## config.mk

```make
export PLATFORM = sky130hd
export DESIGN_NAME = drive_control_special_registers
export DESIGN_NICKNAME = d
export VERILOG_FILES = /design/src/rtl/drive_ctrl_pkg.sv /design/src/rtl/drive_control_special_registers.sv
export SDC_FILE = /design/constraint.sdc
export NUM_CORES = 1
export LEC_CHECK = 0
export ABC_AREA = 1
export BUFFER_PORTS_ARGS = -buffer_cell sky130_fd_sc_hd__buf_4
export CAP_MARGIN = 10
export CORE_ASPECT_RATIO = 0.7
export CORE_MARGIN = 4
export CORE_UTILIZATION = 30
export CTS_CLUSTER_DIAMETER = 40
export DETAILED_ROUTE_END_ITERATION = 12
export PLACE_DENSITY = 0.51
export SLEW_MARGIN = 25
export SYNTH_ARGS = -nofsm -noshare
export SYNTH_HDL_FRONTEND = slang
export SYNTH_SLANG_ARGS = --single-unit
```

## constraint.sdc

```tcl
create_clock -name mclk_i -period 1.9 [get_ports mclk_i]
set_clock_uncertainty 0.05 [all_clocks]
set_input_delay 0.38 -clock mclk_i [delete_from_list [all_inputs] [get_ports mclk_i]]
set_output_delay 0.38 -clock mclk_i [all_outputs]
set_load 0.01 [all_outputs]
```

## src/rtl/drive_ctrl_pkg.sv

```systemverilog
// shared constants and types of the drive control special registers
package drive_ctrl_pkg;

   // register index on the program access port
   localparam logic [4:0] IDX_OPER_CTRL = 5'h00;
   localparam logic [4:0] IDX_CTRL_MASK = 5'h01;
   localparam logic [4:0] IDX_ACC_ERR = 5'h02;
   localparam logic [4:0] IDX_DRV_STATUS = 5'h03;
   localparam logic [4:0] IDX_USER_FAULT = 5'h04;
   localparam logic [4:0] IDX_MON_DEC = 5'h05;
   localparam logic [4:0] IDX_MON_ONE = 5'h06;
   localparam logic [4:0] IDX_MON_TWO = 5'h07;
   localparam logic [4:0] IDX_MON_THREE = 5'h08;
   localparam logic [4:0] IDX_RAM_NUM = 5'h09;
   localparam logic [4:0] IDX_RAM_CONT = 5'h0A;
   localparam logic [4:0] IDX_EEP_NUM = 5'h0B;
   localparam logic [4:0] IDX_EEP_CONT = 5'h0C;
   localparam logic [4:0] IDX_RAM_CAL = 5'h0D;
   localparam logic [4:0] IDX_EEP_CAL = 5'h0E;
   localparam logic [4:0] IDX_RAM_DW_LO = 5'h0F;
   localparam logic [4:0] IDX_RAM_DW_HI = 5'h10;
   localparam logic [4:0] IDX_EEP_DW_LO = 5'h11;
   localparam logic [4:0] IDX_EEP_DW_HI = 5'h12;

   localparam int CTRL_BITS = 12;
   localparam int OUTPUT_STOP_BIT = 6;
   localparam logic [15:0] CTRL_MASK_USED = 16'h0FFF;
   localparam logic [15:0] RESET_WORD = 16'h0000;
   localparam logic [15:0] ERR_OFFSET = 16'h8000;
   localparam logic [15:0] ERR_ALL_ONES = 16'hFFFF;
   localparam logic [15:0] ERR_CLEAR = 16'h0000;
   localparam logic [15:0] USER_FAULT_MIN = 16'h0010;
   localparam logic [15:0] USER_FAULT_MAX = 16'h0014;

   // monitor panel selection codes and decimal field positions
   localparam logic [7:0] MON_SEL_ONE = 8'h28;
   localparam logic [7:0] MON_SEL_TWO = 8'h29;
   localparam logic [7:0] MON_SEL_THREE = 8'h2A;
   localparam int DEC_POS_ONE = 8;
   localparam int DEC_POS_TWO = 10;
   localparam int DEC_POS_THREE = 12;
   localparam logic [15:0] DEC_USED = 16'h3F00;
   localparam int PANEL_SLOTS = 3;

   typedef enum logic [1:0] {
      RD_IDLE = 2'b00,
      RD_RAM = 2'b01,
      RD_EEP = 2'b10
   } read_state_t;

   typedef struct packed {
      logic req;
      logic eeprom;
      logic [15:0] number;
      logic [15:0] cal_sel;
   } param_read_req_t;

   typedef struct packed {
      logic ack;
      logic error;
      logic double_word;
      logic [31:0] data;
   } param_read_rsp_t;

   typedef struct packed {
      logic visible;
      logic [1:0] decimals;
      logic [15:0] value;
   } panel_view_t;

endpackage

```

## src/rtl/drive_control_special_registers.sv

```systemverilog
// special registers between the sequence program and the drive core
`timescale 1ns/1ps

module drive_control_special_registers
   import drive_ctrl_pkg::*;
(
   input wire logic mclk_i,
   input wire logic srst_i,
   input wire logic prog_wr_i,
   input wire logic [4:0] prog_idx_i,
   input wire logic [15:0] prog_wdata_i,
   output logic [15:0] prog_rdata_o,
   input wire logic special_register_select_flag_i,
   input wire logic [11:0] per_bit_control_flags_i,
   input wire logic [11:0] terminal_inputs_i,
   input wire logic [11:0] fieldbus_inputs_i,
   input wire logic sequence_start_input_i,
   output logic [11:0] run_command_o,
   output logic sequence_start_o,
   input wire logic [15:0] drive_status_i,
   input wire logic [15:0] program_function_enable_i,
   input wire logic user_fault_clear_i,
   output logic user_fault_alarm_o,
   output logic [15:0] user_fault_code_o,
   input wire logic core_mode_error_i,
   input wire logic core_param_error_i,
   input wire logic [15:0] core_param_number_i,
   input wire logic [7:0] monitor_select_params_i [PANEL_SLOTS],
   output panel_view_t panel_view_o [PANEL_SLOTS],
   input wire logic ram_read_command_i,
   input wire logic eeprom_read_command_i,
   output logic ram_read_done_o,
   output logic eeprom_read_done_o,
   output logic double_word_read_flag_o,
   output param_read_req_t param_read_req_o,
   input wire param_read_rsp_t param_read_rsp_i
);

   logic [15:0] operating_control_word;
   logic [15:0] control_enable_mask;
   logic [15:0] access_error_code;
   logic [15:0] user_fault_trigger;
   logic [15:0] monitor_decimal_select;
   logic [15:0] user_monitor_one;
   logic [15:0] user_monitor_two;
   logic [15:0] user_monitor_three;
   logic [15:0] ram_param_number;
   logic [15:0] ram_param_content;
   logic [15:0] eeprom_param_number;
   logic [15:0] eeprom_param_content;
   logic [15:0] ram_calibration_selector;
   logic [15:0] eeprom_calibration_selector;
   logic [15:0] ram_double_word_low;
   logic [15:0] ram_double_word_high;
   logic [15:0] eeprom_double_word_low;
   logic [15:0] eeprom_double_word_high;

   read_state_t read_state;
   read_state_t next_read_state;
   logic ram_cmd_prev;
   logic eep_cmd_prev;
   logic ram_pending;
   logic eep_pending;

   // register write decode
   wire wr_oper = prog_wr_i && (prog_idx_i == IDX_OPER_CTRL);
   wire wr_mask = prog_wr_i && (prog_idx_i == IDX_CTRL_MASK);
   wire wr_err = prog_wr_i && (prog_idx_i == IDX_ACC_ERR);
   wire wr_fault = prog_wr_i && (prog_idx_i == IDX_USER_FAULT);
   wire wr_dec = prog_wr_i && (prog_idx_i == IDX_MON_DEC);
   wire wr_mon1 = prog_wr_i && (prog_idx_i == IDX_MON_ONE);
   wire wr_mon2 = prog_wr_i && (prog_idx_i == IDX_MON_TWO);
   wire wr_mon3 = prog_wr_i && (prog_idx_i == IDX_MON_THREE);
   wire wr_rnum = prog_wr_i && (prog_idx_i == IDX_RAM_NUM);
   wire wr_rcont = prog_wr_i && (prog_idx_i == IDX_RAM_CONT);
   wire wr_enum = prog_wr_i && (prog_idx_i == IDX_EEP_NUM);
   wire wr_econt = prog_wr_i && (prog_idx_i == IDX_EEP_CONT);
   wire wr_rcal = prog_wr_i && (prog_idx_i == IDX_RAM_CAL);
   wire wr_ecal = prog_wr_i && (prog_idx_i == IDX_EEP_CAL);
   wire wr_rlo = prog_wr_i && (prog_idx_i == IDX_RAM_DW_LO);
   wire wr_rhi = prog_wr_i && (prog_idx_i == IDX_RAM_DW_HI);
   wire wr_elo = prog_wr_i && (prog_idx_i == IDX_EEP_DW_LO);
   wire wr_ehi = prog_wr_i && (prog_idx_i == IDX_EEP_DW_HI);

   // run command selection
   wire [11:0] mask_bits = control_enable_mask[CTRL_BITS-1:0];
   wire [11:0] prog_bits = operating_control_word[CTRL_BITS-1:0]
      | per_bit_control_flags_i;
   wire [11:0] prog_active = special_register_select_flag_i ?
      prog_bits : 12'h000;
   wire [11:0] ext_bits = terminal_inputs_i | fieldbus_inputs_i;
   wire [11:0] stop_keep = 12'h001 << OUTPUT_STOP_BIT;
   // the output-stop terminal stays live so a wired stop is never defeated
   wire [11:0] next_run_command = (mask_bits & prog_active)
      | (~mask_bits & ext_bits)
      | (mask_bits & stop_keep & terminal_inputs_i);

   // user fault decode
   wire fault_in_range = (prog_wdata_i >= USER_FAULT_MIN)
      && (prog_wdata_i <= USER_FAULT_MAX);
   wire fault_enabled =
      (program_function_enable_i != RESET_WORD);
   wire fault_raise = wr_fault && fault_in_range && fault_enabled;

   // parameter read handshake
   wire ram_rise = ram_read_command_i && !ram_cmd_prev;
   wire eep_rise = eeprom_read_command_i && !eep_cmd_prev;
   wire rd_busy = (read_state != RD_IDLE);
   wire rd_ack = rd_busy && param_read_rsp_i.ack;
   wire ram_ack = rd_ack && (read_state == RD_RAM);
   wire eep_ack = rd_ack && (read_state == RD_EEP);
   wire rd_fail = rd_ack && param_read_rsp_i.error;
   wire rd_good = rd_ack && !param_read_rsp_i.error;
   wire start_ram = !rd_busy && ram_pending;
   wire start_eep = !rd_busy && !ram_pending && eep_pending;
   wire [15:0] rd_number = (read_state == RD_EEP) ?
      eeprom_param_number : ram_param_number;
   wire [15:0] rsp_low = param_read_rsp_i.data[15:0];
   wire [15:0] rsp_high = param_read_rsp_i.data[31:16];

   // error code: hardware events win over a program clear in the same cycle
   wire [15:0] next_access_error_code =
      rd_fail ? (rd_number + ERR_OFFSET) :
      core_param_error_i ? (core_param_number_i + ERR_OFFSET) :
      core_mode_error_i ? ERR_ALL_ONES :
      (wr_err && prog_wdata_i == ERR_CLEAR) ? ERR_CLEAR :
      access_error_code;

   always_comb begin
      next_read_state = read_state;
      case (read_state)
         RD_IDLE: begin
            if (start_ram) begin
               next_read_state = RD_RAM;
            end else if (start_eep) begin
               next_read_state = RD_EEP;
            end
         end
         RD_RAM, RD_EEP: begin
            if (param_read_rsp_i.ack) begin
               next_read_state = RD_IDLE;
            end
         end
         default: next_read_state = RD_IDLE;
      endcase
   end

   // read data mux; unmapped index reads as zero
   logic [15:0] next_rdata;
   always_comb begin
      next_rdata = RESET_WORD;
      case (prog_idx_i)
         IDX_OPER_CTRL: next_rdata = operating_control_word;
         IDX_CTRL_MASK: next_rdata = control_enable_mask;
         IDX_ACC_ERR: next_rdata = access_error_code;
         IDX_DRV_STATUS: next_rdata = drive_status_i;
         IDX_USER_FAULT: next_rdata = user_fault_trigger;
         IDX_MON_DEC: next_rdata = monitor_decimal_select;
         IDX_MON_ONE: next_rdata = user_monitor_one;
         IDX_MON_TWO: next_rdata = user_monitor_two;
         IDX_MON_THREE: next_rdata = user_monitor_three;
         IDX_RAM_NUM: next_rdata = ram_param_number;
         IDX_RAM_CONT: next_rdata = ram_param_content;
         IDX_EEP_NUM: next_rdata = eeprom_param_number;
         IDX_EEP_CONT: next_rdata = eeprom_param_content;
         IDX_RAM_CAL: next_rdata = ram_calibration_selector;
         IDX_EEP_CAL: next_rdata = eeprom_calibration_selector;
         IDX_RAM_DW_LO: next_rdata = ram_double_word_low;
         IDX_RAM_DW_HI: next_rdata = ram_double_word_high;
         IDX_EEP_DW_LO: next_rdata = eeprom_double_word_low;
         IDX_EEP_DW_HI: next_rdata = eeprom_double_word_high;
         default: next_rdata = RESET_WORD;
      endcase
   end

   always_ff @(posedge mclk_i) begin
      if (srst_i) begin
         operating_control_word <= RESET_WORD;
         control_enable_mask <= RESET_WORD;
         access_error_code <= RESET_WORD;
         monitor_decimal_select <= RESET_WORD;
         user_monitor_one <= RESET_WORD;
         user_monitor_two <= RESET_WORD;
         user_monitor_three <= RESET_WORD;
      end else begin
         if (wr_oper) operating_control_word <= prog_wdata_i;
         // upper mask bits hold no control, kept at zero
         if (wr_mask) begin
            control_enable_mask <= prog_wdata_i & CTRL_MASK_USED;
         end
         access_error_code <= next_access_error_code;
         if (wr_dec) monitor_decimal_select <= prog_wdata_i;
         if (wr_mon1) user_monitor_one <= prog_wdata_i;
         if (wr_mon2) user_monitor_two <= prog_wdata_i;
         if (wr_mon3) user_monitor_three <= prog_wdata_i;
      end
   end

   always_ff @(posedge mclk_i) begin
      if (srst_i) begin
         user_fault_trigger <= RESET_WORD;
         user_fault_alarm_o <= 1'b0;
         user_fault_code_o <= RESET_WORD;
      end else begin
         if (wr_fault) user_fault_trigger <= prog_wdata_i;
         if (fault_raise) begin
            user_fault_alarm_o <= 1'b1;
            user_fault_code_o <= prog_wdata_i;
         end else if (user_fault_clear_i) begin
            user_fault_alarm_o <= 1'b0;
            user_fault_code_o <= RESET_WORD;
         end
      end
   end

   always_ff @(posedge mclk_i) begin
      if (srst_i) begin
         run_command_o <= 12'h000;
         sequence_start_o <= 1'b0;
         prog_rdata_o <= RESET_WORD;
      end else begin
         run_command_o <= next_run_command;
         sequence_start_o <= sequence_start_input_i;
         prog_rdata_o <= next_rdata;
      end
   end

   // panel view per slot; bits outside the three fields are never looked at
   for (genvar s = 0; s < PANEL_SLOTS; s++) begin : g_panel
      wire sel1 = (monitor_select_params_i[s] == MON_SEL_ONE);
      wire sel2 = (monitor_select_params_i[s] == MON_SEL_TWO);
      wire sel3 = (monitor_select_params_i[s] == MON_SEL_THREE);
      wire [1:0] dec_pick = sel1 ?
         monitor_decimal_select[DEC_POS_ONE +: 2] :
         sel2 ? monitor_decimal_select[DEC_POS_TWO +: 2] :
         sel3 ? monitor_decimal_select[DEC_POS_THREE +: 2] : 2'b00;
      wire [15:0] val_pick = sel1 ? user_monitor_one :
         sel2 ? user_monitor_two :
         sel3 ? user_monitor_three : RESET_WORD;
      always_ff @(posedge mclk_i) begin
         if (srst_i) begin
            panel_view_o[s] <= '0;
         end else begin
            panel_view_o[s].visible <= sel1 | sel2 | sel3;
            panel_view_o[s].decimals <= dec_pick;
            panel_view_o[s].value <= val_pick;
         end
      end
   end

   always_ff @(posedge mclk_i) begin
      if (srst_i) begin
         read_state <= RD_IDLE;
         ram_cmd_prev <= 1'b0;
         eep_cmd_prev <= 1'b0;
         ram_pending <= 1'b0;
         eep_pending <= 1'b0;
         ram_read_done_o <= 1'b0;
         eeprom_read_done_o <= 1'b0;
         double_word_read_flag_o <= 1'b0;
         param_read_req_o <= '0;
      end else begin
         read_state <= next_read_state;
         ram_cmd_prev <= ram_read_command_i;
         eep_cmd_prev <= eeprom_read_command_i;
         // a raised edge waits while the other channel is served
         if (ram_rise) begin
            ram_pending <= 1'b1;
         end else if (start_ram) begin
            ram_pending <= 1'b0;
         end
         if (eep_rise) begin
            eep_pending <= 1'b1;
         end else if (start_eep) begin
            eep_pending <= 1'b0;
         end
         // done set wins over the clear by a dropped command
         if (ram_ack) begin
            ram_read_done_o <= 1'b1;
         end else if (!ram_read_command_i || ram_rise) begin
            ram_read_done_o <= 1'b0;
         end
         if (eep_ack) begin
            eeprom_read_done_o <= 1'b1;
         end else if (!eeprom_read_command_i || eep_rise) begin
            eeprom_read_done_o <= 1'b0;
         end
         if (rd_good) begin
            double_word_read_flag_o <=
               param_read_rsp_i.double_word;
         end else if (start_ram || start_eep) begin
            double_word_read_flag_o <= 1'b0;
         end
         param_read_req_o.req <= start_ram || start_eep;
         if (start_ram) begin
            param_read_req_o.eeprom <= 1'b0;
            param_read_req_o.number <= ram_param_number;
            param_read_req_o.cal_sel <= ram_calibration_selector;
         end else if (start_eep) begin
            param_read_req_o.eeprom <= 1'b1;
            param_read_req_o.number <= eeprom_param_number;
            param_read_req_o.cal_sel <=
               eeprom_calibration_selector;
         end
      end
   end

   // content registers: a good read overwrites any program write
   always_ff @(posedge mclk_i) begin
      if (srst_i) begin
         ram_param_number <= RESET_WORD;
         ram_param_content <= RESET_WORD;
         eeprom_param_number <= RESET_WORD;
         eeprom_param_content <= RESET_WORD;
         ram_calibration_selector <= RESET_WORD;
         eeprom_calibration_selector <= RESET_WORD;
         ram_double_word_low <= RESET_WORD;
         ram_double_word_high <= RESET_WORD;
         eeprom_double_word_low <= RESET_WORD;
         eeprom_double_word_high <= RESET_WORD;
      end else begin
         if (wr_rnum) ram_param_number <= prog_wdata_i;
         if (wr_enum) eeprom_param_number <= prog_wdata_i;
         if (wr_rcal) ram_calibration_selector <= prog_wdata_i;
         if (wr_ecal) eeprom_calibration_selector <= prog_wdata_i;
         if (rd_good && ram_ack && !param_read_rsp_i.double_word) begin
            ram_param_content <= rsp_low;
         end else if (wr_rcont) begin
            ram_param_content <= prog_wdata_i;
         end
         if (rd_good && eep_ack && !param_read_rsp_i.double_word) begin
            eeprom_param_content <= rsp_low;
         end else if (wr_econt) begin
            eeprom_param_content <= prog_wdata_i;
         end
         if (rd_good && ram_ack && param_read_rsp_i.double_word) begin
            ram_double_word_low <= rsp_low;
            ram_double_word_high <= rsp_high;
         end else begin
            if (wr_rlo) ram_double_word_low <= prog_wdata_i;
            if (wr_rhi) ram_double_word_high <= prog_wdata_i;
         end
         if (rd_good && eep_ack && param_read_rsp_i.double_word) begin
            eeprom_double_word_low <= rsp_low;
            eeprom_double_word_high <= rsp_high;
         end else begin
            if (wr_elo) eeprom_double_word_low <= prog_wdata_i;
            if (wr_ehi) eeprom_double_word_high <= prog_wdata_i;
         end
      end
   end

endmodule // drive_control_special_registers

```

==> Yosys cells after proc, flatten, opt, wreduce, memory -nomap -nowiden <==
Index checks and enable logic that the tools add are counted.
{ "totals": {"romBits": 0, "ff_bits": 430, "out_inout_bits": 140, "elab_cells": 221, "memories": 0, "ram_bits": 0, "in_bits": 174, "latchBits": 0} }
{ "classes": {"eq_ne": 31, "order_cmp": 2, "div": 0, "addsub": 2, "shifts": 0, "n_reduce_logical": 71, "n_bitwise": 14, "mux": 57, "multipliers": 0} }
{ "op_table": {"columns": ["cell", "n"], "rows": [
  ["16-bit 2-to-1 mux", 28],
  ["16-bit case mux with 19 select lines", 1],
  ["8-bit by 6-bit equality test with 1-bit output (second input constant)", 9],
  ["32-bit 2-to-1 mux", 2],
  ["12-bit OR", 4],
  ["5-bit by 4-bit equality test with 1-bit output (second input constant)", 8],
  ["1-bit logical AND", 38],
  ["16-bit adder (second input constant)", 2],
  ["2-bit nonzero test", 14],
  ["12-bit bitwise AND", 2],
  ["2-bit 2-to-1 mux", 12],
  ["5-bit by 3-bit equality test with 1-bit output (second input constant)", 4],
  ["16-bit by 5-bit greater-or-equal comparator with 1-bit output (second input constant)", 1],
  ["16-bit by 5-bit <= comparator with 1-bit output (second input constant)", 1],
  ["16-bit logical NOT", 1],
  ["16-bit nonzero test", 1],
  ["5-bit equality test (second input constant)", 3],
  ["7-bit by 12-bit bitwise AND with 12-bit output", 1],
  ["1-bit 2-to-1 mux", 12],
  ["12-bit 2-to-1 mux", 1],
  ["12-bit inverter", 1],
  ["5-bit by 2-bit equality test with 1-bit output (second input constant)", 2],
  ["1-bit logical NOT", 8],
  ["1-bit OR", 6],
  ["12 further kinds", 15]
]} }

==> Depth between registers and ports, before layout <==
Gate-level depths: netlist of run 1.
{ "logic_depth": {"depth_word": 7, "mapped_depth": 12, "mapped_depth_nobuf": 10} }

==> Worst setup path after synthesis of run 1 <==
OpenSTA, ideal clock, no wires.
{ "synth_path": {"path_type": "reg2reg", "startpoint": "reg read_state[0]", "endpoint": "reg eeprom_double_word_high[10]", "required_time_ps": 1718, "path_buffers": 2, "setup_time_ps": 132, "arrival_time_ps": 1616, "setup_slack_ps": 102, "stages_incl_launch_ff": 13, "path_cell_list": "dfxtp_1 -> inv_1 -> ha_1 -> nor2_2 -> nand2_1 -> nor2_2 -> nand2_2 -> buf_2 -> buf_2 -> nand2_1 -> o21ai_0 -> nand2_1 -> a21oi_1"} }
{ "synth_via": {"elab_chain_len": 6, "word_cells_on_any_way": 9, "classes_between": "eq/ne: 1; mux: 1; reduce/logical: 7"} }
{ "synth_lines": {"columns": ["item", "line_no", "rtl"], "rows": [
  ["start, declared", "drive_control_special_registers.sv:58", "read_state_t read_state;"],
  ["start signal, assigned", "drive_control_special_registers.sv:263", "read_state <= next_read_state;"],
  ["2-bit nonzero test", "drive_control_special_registers.sv:108", "wire rd_busy = (read_state != RD_IDLE);"],
  ["1-bit logical AND", "drive_control_special_registers.sv:109", "wire rd_ack = rd_busy && param_read_rsp_i.ack;"],
  ["1-bit logical AND (on tied branches)", "drive_control_special_registers.sv:113, drive_control_special_registers.sv:111", null],
  ["1-bit logical AND * (2 in a row)", "drive_control_special_registers.sv:343", "if (rd_good && eep_ack && param_read_rsp_i.double_word) begin"],
  ["16-bit 2-to-1 mux or 2-bit nonzero test (tied branches)", null, null],
  ["end signal, assigned", "drive_control_special_registers.sv:345", "eeprom_double_word_high <= rsp_high;"],
  ["end signal, assigned", "drive_control_special_registers.sv:348", "if (wr_ehi) eeprom_double_word_high <= prog_wdata_i;"],
  ["end, declared", "drive_control_special_registers.sv:56", "logic [15:0] eeprom_double_word_high;"]
]} }
Every way passes the cells marked *; elsewhere a longest branch is shown, timed or not.
A chain may end at the register's enable or synchronous reset.

==> Worst setup path after layout of run 1 <==
{ "layout_path": {"startpoint": "reg read_state[0]", "endpoint": "reg ram_double_word_low[7]"} }
{ "layout_via": {"elab_chain_len": 6, "word_cells_on_any_way": 9, "classes_between": "eq/ne: 1; mux: 1; reduce/logical: 7"} }
{ "layout_lines": {"columns": ["item", "line_no", "rtl"], "rows": [
  ["2-bit nonzero test", "drive_control_special_registers.sv:108", null],
  ["1-bit logical AND", "drive_control_special_registers.sv:109", null],
  ["1-bit logical AND (on tied branches)", "drive_control_special_registers.sv:113, drive_control_special_registers.sv:110", null],
  ["1-bit logical AND * (2 in a row)", "drive_control_special_registers.sv:336", "if (rd_good && ram_ack && param_read_rsp_i.double_word) begin"],
  ["16-bit 2-to-1 mux or 2-bit nonzero test (tied branches)", null, null],
  ["end signal, assigned", "drive_control_special_registers.sv:337", "ram_double_word_low <= rsp_low;"],
  ["end signal, assigned", "drive_control_special_registers.sv:340", "if (wr_rlo) ram_double_word_low <= prog_wdata_i;"],
  ["end, declared", "drive_control_special_registers.sv:53", "logic [15:0] ram_double_word_low;"]
]} }
Marked as above.

==> results.toml, run 1 <==
[grt]
gr-total-overflow = 0
grt_max_degree = 73
antenna_found_initial = 5
grt_pass1_vias = 20187
grt_pass1_wl_um = 135500
grt_util_all_layers_pct = 25.29

[worst_setup_path]
crit_end = "ram_double_word_low[7]"
cp_cell_sequence = "inv_1, ha_2, nor2_4, nand2_2, nor2_4, nand2_4, buf_12, buf_12, nand2_1, o21ai_0, nand2_1, a21oi_1"
crit_type = "flop to flop"
r2r_cells = 12
r2r-end = "ram_double_word_low[7]"
crit_arrival_ps = 2280
crit_path_end_kind = "flop"
required_ps = 2330
slowest_stage = "dfxtp_2"
max_stage_delay_ps = 320
cp_max_fo = 16
reg2reg_from = "read_state[0]"
critPathLaunchType = "flop"
cp-startpoint = "read_state[0]"
r2r_setup_slack_ps = 50

[detailed_routing]
first_iter_violations = 2564
via_count = 22184
wl_per_cell_um = 22.25
drc = 0
ant_nets = 0
drt-total-wl_um = 95520
vias_per_cell = 5.167
first_pass_iters = 6

[finish]
top_regs = "panel_view_o x57, param_read_req_o x34"
final_cells = 4293
largest_reg_flops = 57
multi_input_comb_area_um2 = 10150
layout-drive-gt1-share_pct = 22.41
largest_register = "panel_view_o"
seqCellArea_um2 = 8611
fillerInstances = 7015
nNetsFinal = 3524
area_growth_syn_to_layout_pct = 37.33
final_common_cell = "nand2_1"
final_cell_mix = "806 x nand2_1, 489 x buf_4, 428 x dfxtp_1, 344 x a21oi_1, 302 x o21ai_0"

[synth]
yosysTopAreaCellShare_pct = 42.52
synth_area_leader_cell = "dfxtp_1"
yosysWarnings = 0
synthFlopType = "dfxtp_1"
ys_types = 41
syn_area_per_cell_um2 = 6.917
synth-edff-count = 0
synth_fp_nets = 3104
syn_inst = 2927
yosysSeqAreaShare_pct = 42.52
synth_area_um2 = 20250
ys_ff_latch = 430
ys_top_cells_by_area = "dfxtp_1 43%, nand2_1 15%, a21oi_1 8.6%, o21ai_0 8.0%, nand3_1 5.4%"
async_reset_ff_share_pct = 0

[sta]
relSlewSlack_pct = 63.94
slew_violations = 0
finalCritPeriodShare_pct = 97.40
fin_hold_ws_ps = 31.96
setup_viol = 0
fmax_ghz = 0.5404
period_minus_slack_ps = 1851
report.final.hold_viol_count = 0
worst_pin_slew_ps = 537.6
grt_setup_unrepaired = "true"

[power_and_ir_drop]
powerDensity_nw_per_um2 = 905.5
p_leak_nw = 11.15
total_power_mw = 25.18
irDropWorstVdd_mv = 0.5518

[place]
gp_congestion = 0.9704
dp_cells = 4150
port-buffer-count = 313
dp_hpwl_um = 71230

[min_path]
holdPathStages = 3
hold_class = "input pin to flop"

[floorplanning]
die_y_um = 225.4
core-area_um2 = 66620
pin_count = 314
die-width_um = 318.5
start_util_pct = 30.39
die_area_um2 = 71780
num_rows = 79

[clock_network]
numClockSinks = 430
cts_tree = "built"
cts-root-buf = "clkbuf_16"
worstSkewPairLatency_ps = 610
cts_buffer_depth = 3
path_clk_slew_ps = 50
numCtsBuffers = 70
htreeDepth = 3

[run_status]
status = "finished clean"

[run]
cap_violations = 0
==> synthesized netlist by cell type (2+ instances only) <==
master and count:
nand2_1 811, dfxtp_1 430, a21oi_1 348, o21ai_0 323, nand3_1 218, nor2_1 195
inv_1 147, clkbuf_1 122, o211ai_1 55, buf_2 52, a31oi_1 33, o21ai_1 24
buf_4 20, nor2_4 18, nand3b_1 14, nor3_1 14, nand2_4 13, a211oi_1 12
inv_2 11, nor3b_2 10, nand2_2 8, buf_1 7, buf_6 7, nor2_2 7
a221oi_1 4, clkinv_1 3, ha_1 3, nor3b_1 3, nand3_2 2, nand3_4 2
==> how the worst min path moves through the flow <==
stage / from / endpoint
floorplan: ram_cmd_prev / ram_pending
global placement: monitor_decimal_select[1] / monitor_decimal_select[1]
detailed placement: ram_cmd_prev / ram_pending
CTS: fieldbus_inputs_i[10] / run_command_o[10]
global route: fieldbus_inputs_i[10] / run_command_o[10]
finish: per_bit_control_flags_i[6] / run_command_o[6]
==> per-stage QoR <==
step	setup TNS (ps)	util, %	setup WS (ps)	instance area, um2
floorplan	0	-	101.6	20250
global placement	-4442	37.63	-218.6	25070
detailed placement	-3225	37.63	-189.6	25070
CTS	0	41.49	0.2269	27640
global route	-1789	41.73	-67.38	27800
finish	0	41.74	49.42	27810
==> report_power, final <==
group	internal [mW]	leakage [nW]	switching, mW
clock	8.48	1.19	4.99
sequential	9.23	3.48	0.147
combinational	0.908	6.48	1.43
total	18.6	11.2	6.56
==> per-layer routing <==
metal	GRT usage (%)	up-vias	share of wire, %	wire length, um
met2	35.37	1063	41	38880
met3	8.232	119	11	10690
met5	0	-	0.088	84
met1	37.18	10384	46	43670
met4	6.276	8	2.3	2191
li1	-	10610	-	-
==> cell families (layout without fill, tap and decap cells) <==
logic type,Yosys count,in the layout,synth area share [%]
simple gates,1321,1321,28.42
compound gates,802,802,21.03
flops,430,430,42.52
buf+inv,371,845,7.848
other cells,0,1,0
fa+ha+maj,3,3,0.1854
==> final cells by class <==
class                   count  share of cell area [%]
flip-flops and latches    430                   30.97
clock buffers              80                   6.660
diodes                      1                0.009000
clock inverters            46                   2.101
well taps                 891                   4.009
multi-input cells        2126                   36.51
inverters                 163                   2.232
repair buffers            556                   17.51
==> critical path, delay by kind of cell (launching register included) <==
kind	cells	cell delay [ps]
and+or+nand+nor	6	620
adders and majority gates	1	210
DFF	1	320
AOI/OAI and AO/OA	2	150
buffers and inverters	3	370
==> repair_timing <==
action,in CTS,in global routing
buffers inserted,0,1
pin swaps,0,5
setup endpoints to repair,51,130
hold buffers,12,0
gates resized for setup,9,39
hold endpoints to repair,12,0
cloned,0,3
Note: power is estimated with default switching activity, not from simulation.
==> run 2, diff against run 1 <==
Settings changed: ABC_CLOCK_PERIOD_IN_PS set to 1900, RECOVER_POWER set to 50, TNS_END_PERCENT set to 10.
==> results.toml, run 2 (synthesized netlist as in run 1, its figures left out) <==
[run_status]
status = "finished clean"

[finish]
layout-drive-gt1-share_pct = 22.23
final_common_cell = "nand2_1"
final_cells = 4295
area_growth_syn_to_layout_pct = 37.08
top_regs = "panel_view_o x57, param_read_req_o x34"
nNetsFinal = 3524
final_cell_mix = "807 x nand2_1, 482 x buf_4, 428 x dfxtp_1, 344 x a21oi_1, 303 x o21ai_0"
fin_util_pct = 41.66
largest_register = "panel_view_o"
fin_area_um2 = 27750
largest_reg_flops = 57

[sta]
fin_hold_ws_ps = 32.50
relSlewSlack_pct = 52.78
finalCritPeriodShare_pct = 97.54
period_minus_slack_ps = 1853
slew_violations = 0
report.final.hold_viol_count = 0
layout_setup_ws_ps = 46.79
worst_pin_slew_ps = 698.5
grt_setup_unrepaired = "true"
setup_viol = 0
fmax_ghz = 0.5396
setup_tns_ps = 0

[grt]
grt_pass1_vias = 20186
antenna_found_initial = 5
grt_util_all_layers_pct = 25.29
grt_pass1_wl_um = 135500
grt_max_degree = 73
gr-total-overflow = 0

[clock_network]
numClockSinks = 430
cts_tree = "built"
numCtsBuffers = 70
worstSkewPairLatency_ps = 610
htreeDepth = 3
cts-root-buf = "clkbuf_16"
path_clk_slew_ps = 50
cts_buffer_depth = 3

[worst_setup_path]
cp_max_fo = 16
slowest_stage = "dfxtp_2"
cp_cell_sequence = "inv_1, ha_2, nor2_4, nand2_2, nor2_4, nand2_4, buf_12, buf_12, nand2_1, o21ai_0, nand2_1, a21oi_1"
r2r_cells = 12
timing.critical_path.buf_inv = 3
critPathLaunchType = "flop"
reg2reg_from = "read_state[0]"
crit_path_end_kind = "flop"
critPathTopFamily = "simple AND/OR/NAND/NOR gates"
crit_arrival_ps = 2280
max_stage_delay_ps = 320
r2r_setup_slack_ps = 50
required_ps = 2330
r2r-end = "ram_double_word_low[7]"
crit_type = "flop to flop"

[min_path]
hp-start = "per_bit_control_flags_i[6]"
min_to = "run_command_o[6]"
hold_class = "input pin to flop"
holdPathStages = 3

[detailed_routing]
drc = 0
drt-total-wl_um = 95530
via_count = 22146
vias_per_cell = 5.156
ant_nets = 0
first_iter_violations = 2478
wl_per_cell_um = 22.24
first_pass_iters = 6

[place]
port-buffer-count = 313
dp_cells = 4150
place_area_um2 = 25070
dp_hpwl_um = 71230
pre_cts_slack_ps = -189.6
gp_congestion = 0.9704

[floorplanning]
core-area_um2 = 66620
start_util_pct = 30.39
num_rows = 79
die_area_um2 = 71780
pin_count = 314
die_y_um = 225.4
die-width_um = 318.5

[run]
cap_violations = 0

[power_and_ir_drop]
powerDensity_nw_per_um2 = 906.9
total_power_mw = 25.17
p_leak_nw = 11.11
irDropWorstVdd_mv = 0.5527
[run 2: cell count changes in the layout (fill, tap and decap cells not counted), sizes merged]
cell / previous run / this run
clkbuf: 84 / 91
diode: 1 / 3
buf: 540 / 533
[run 2: how the worst max path moves through the flow]
stage	cells past startpoint	end	from
6_report	12	ram_double_word_low[7]	read_state[0]
3_3_place_gp	11	prog_rdata_o[6]	prog_idx_i[1]
3_5_place_dp	11	prog_rdata_o[6]	prog_idx_i[1]
5_1_grt	12	ram_double_word_low[6]	read_state[0]
2_1_floorplan	12	eeprom_double_word_high[10]	read_state[0]
4_1_cts	10	eeprom_double_word_low[8]	read_state[0]
[run 2: cell type report]
type | instances | area (um2)
clock buffers | 80 | 1852
multi-input cells | 2126 | 10110
repair buffers | 556 | 4858
flip-flops and latches | 430 | 8611
clock inverters | 46 | 584.3
diodes | 3 | 7.507
well taps | 891 | 1115
inverters | 163 | 620.6
fillers | 7023 | 38870
[run 2: power by group]
| part | internal (mW) | total, mW | switching (mW) |
|---|---|---|---|
| logic | 0.903 | 2.32 | 1.42 |
| registers | 9.23 | 9.38 | 0.147 |
| clock network | 8.48 | 13.5 | 4.99 |
[run 2: layer usage]
layer / global-route usage [%] / vias up / routed length, um / share of wire (%)
met5: 0 / - / 69 / 0.072
li1: - / 10617 / - / -
met2: 35.37 / 1053 / 38860 / 41
met1: 37.18 / 10352 / 43640 / 46
met4: 6.276 / 6 / 2209 / 2.3
met3: 8.232 / 118 / 10740 / 11
[run 2: repair_timing]
item / CTS / global route
hold endpoints to repair: 12 / 0
gates cloned: 0 / 3
setup buffers: 0 / 1
hold buffers: 12 / 0
resized for setup: 7 / 40
setup endpoints to repair: 51 / 130
pin swaps: 0 / 5
[run 2: worst min-delay path: stages]
cell      delay [ps]
buf_4             80
o211ai_1          80
a21oi_1          110
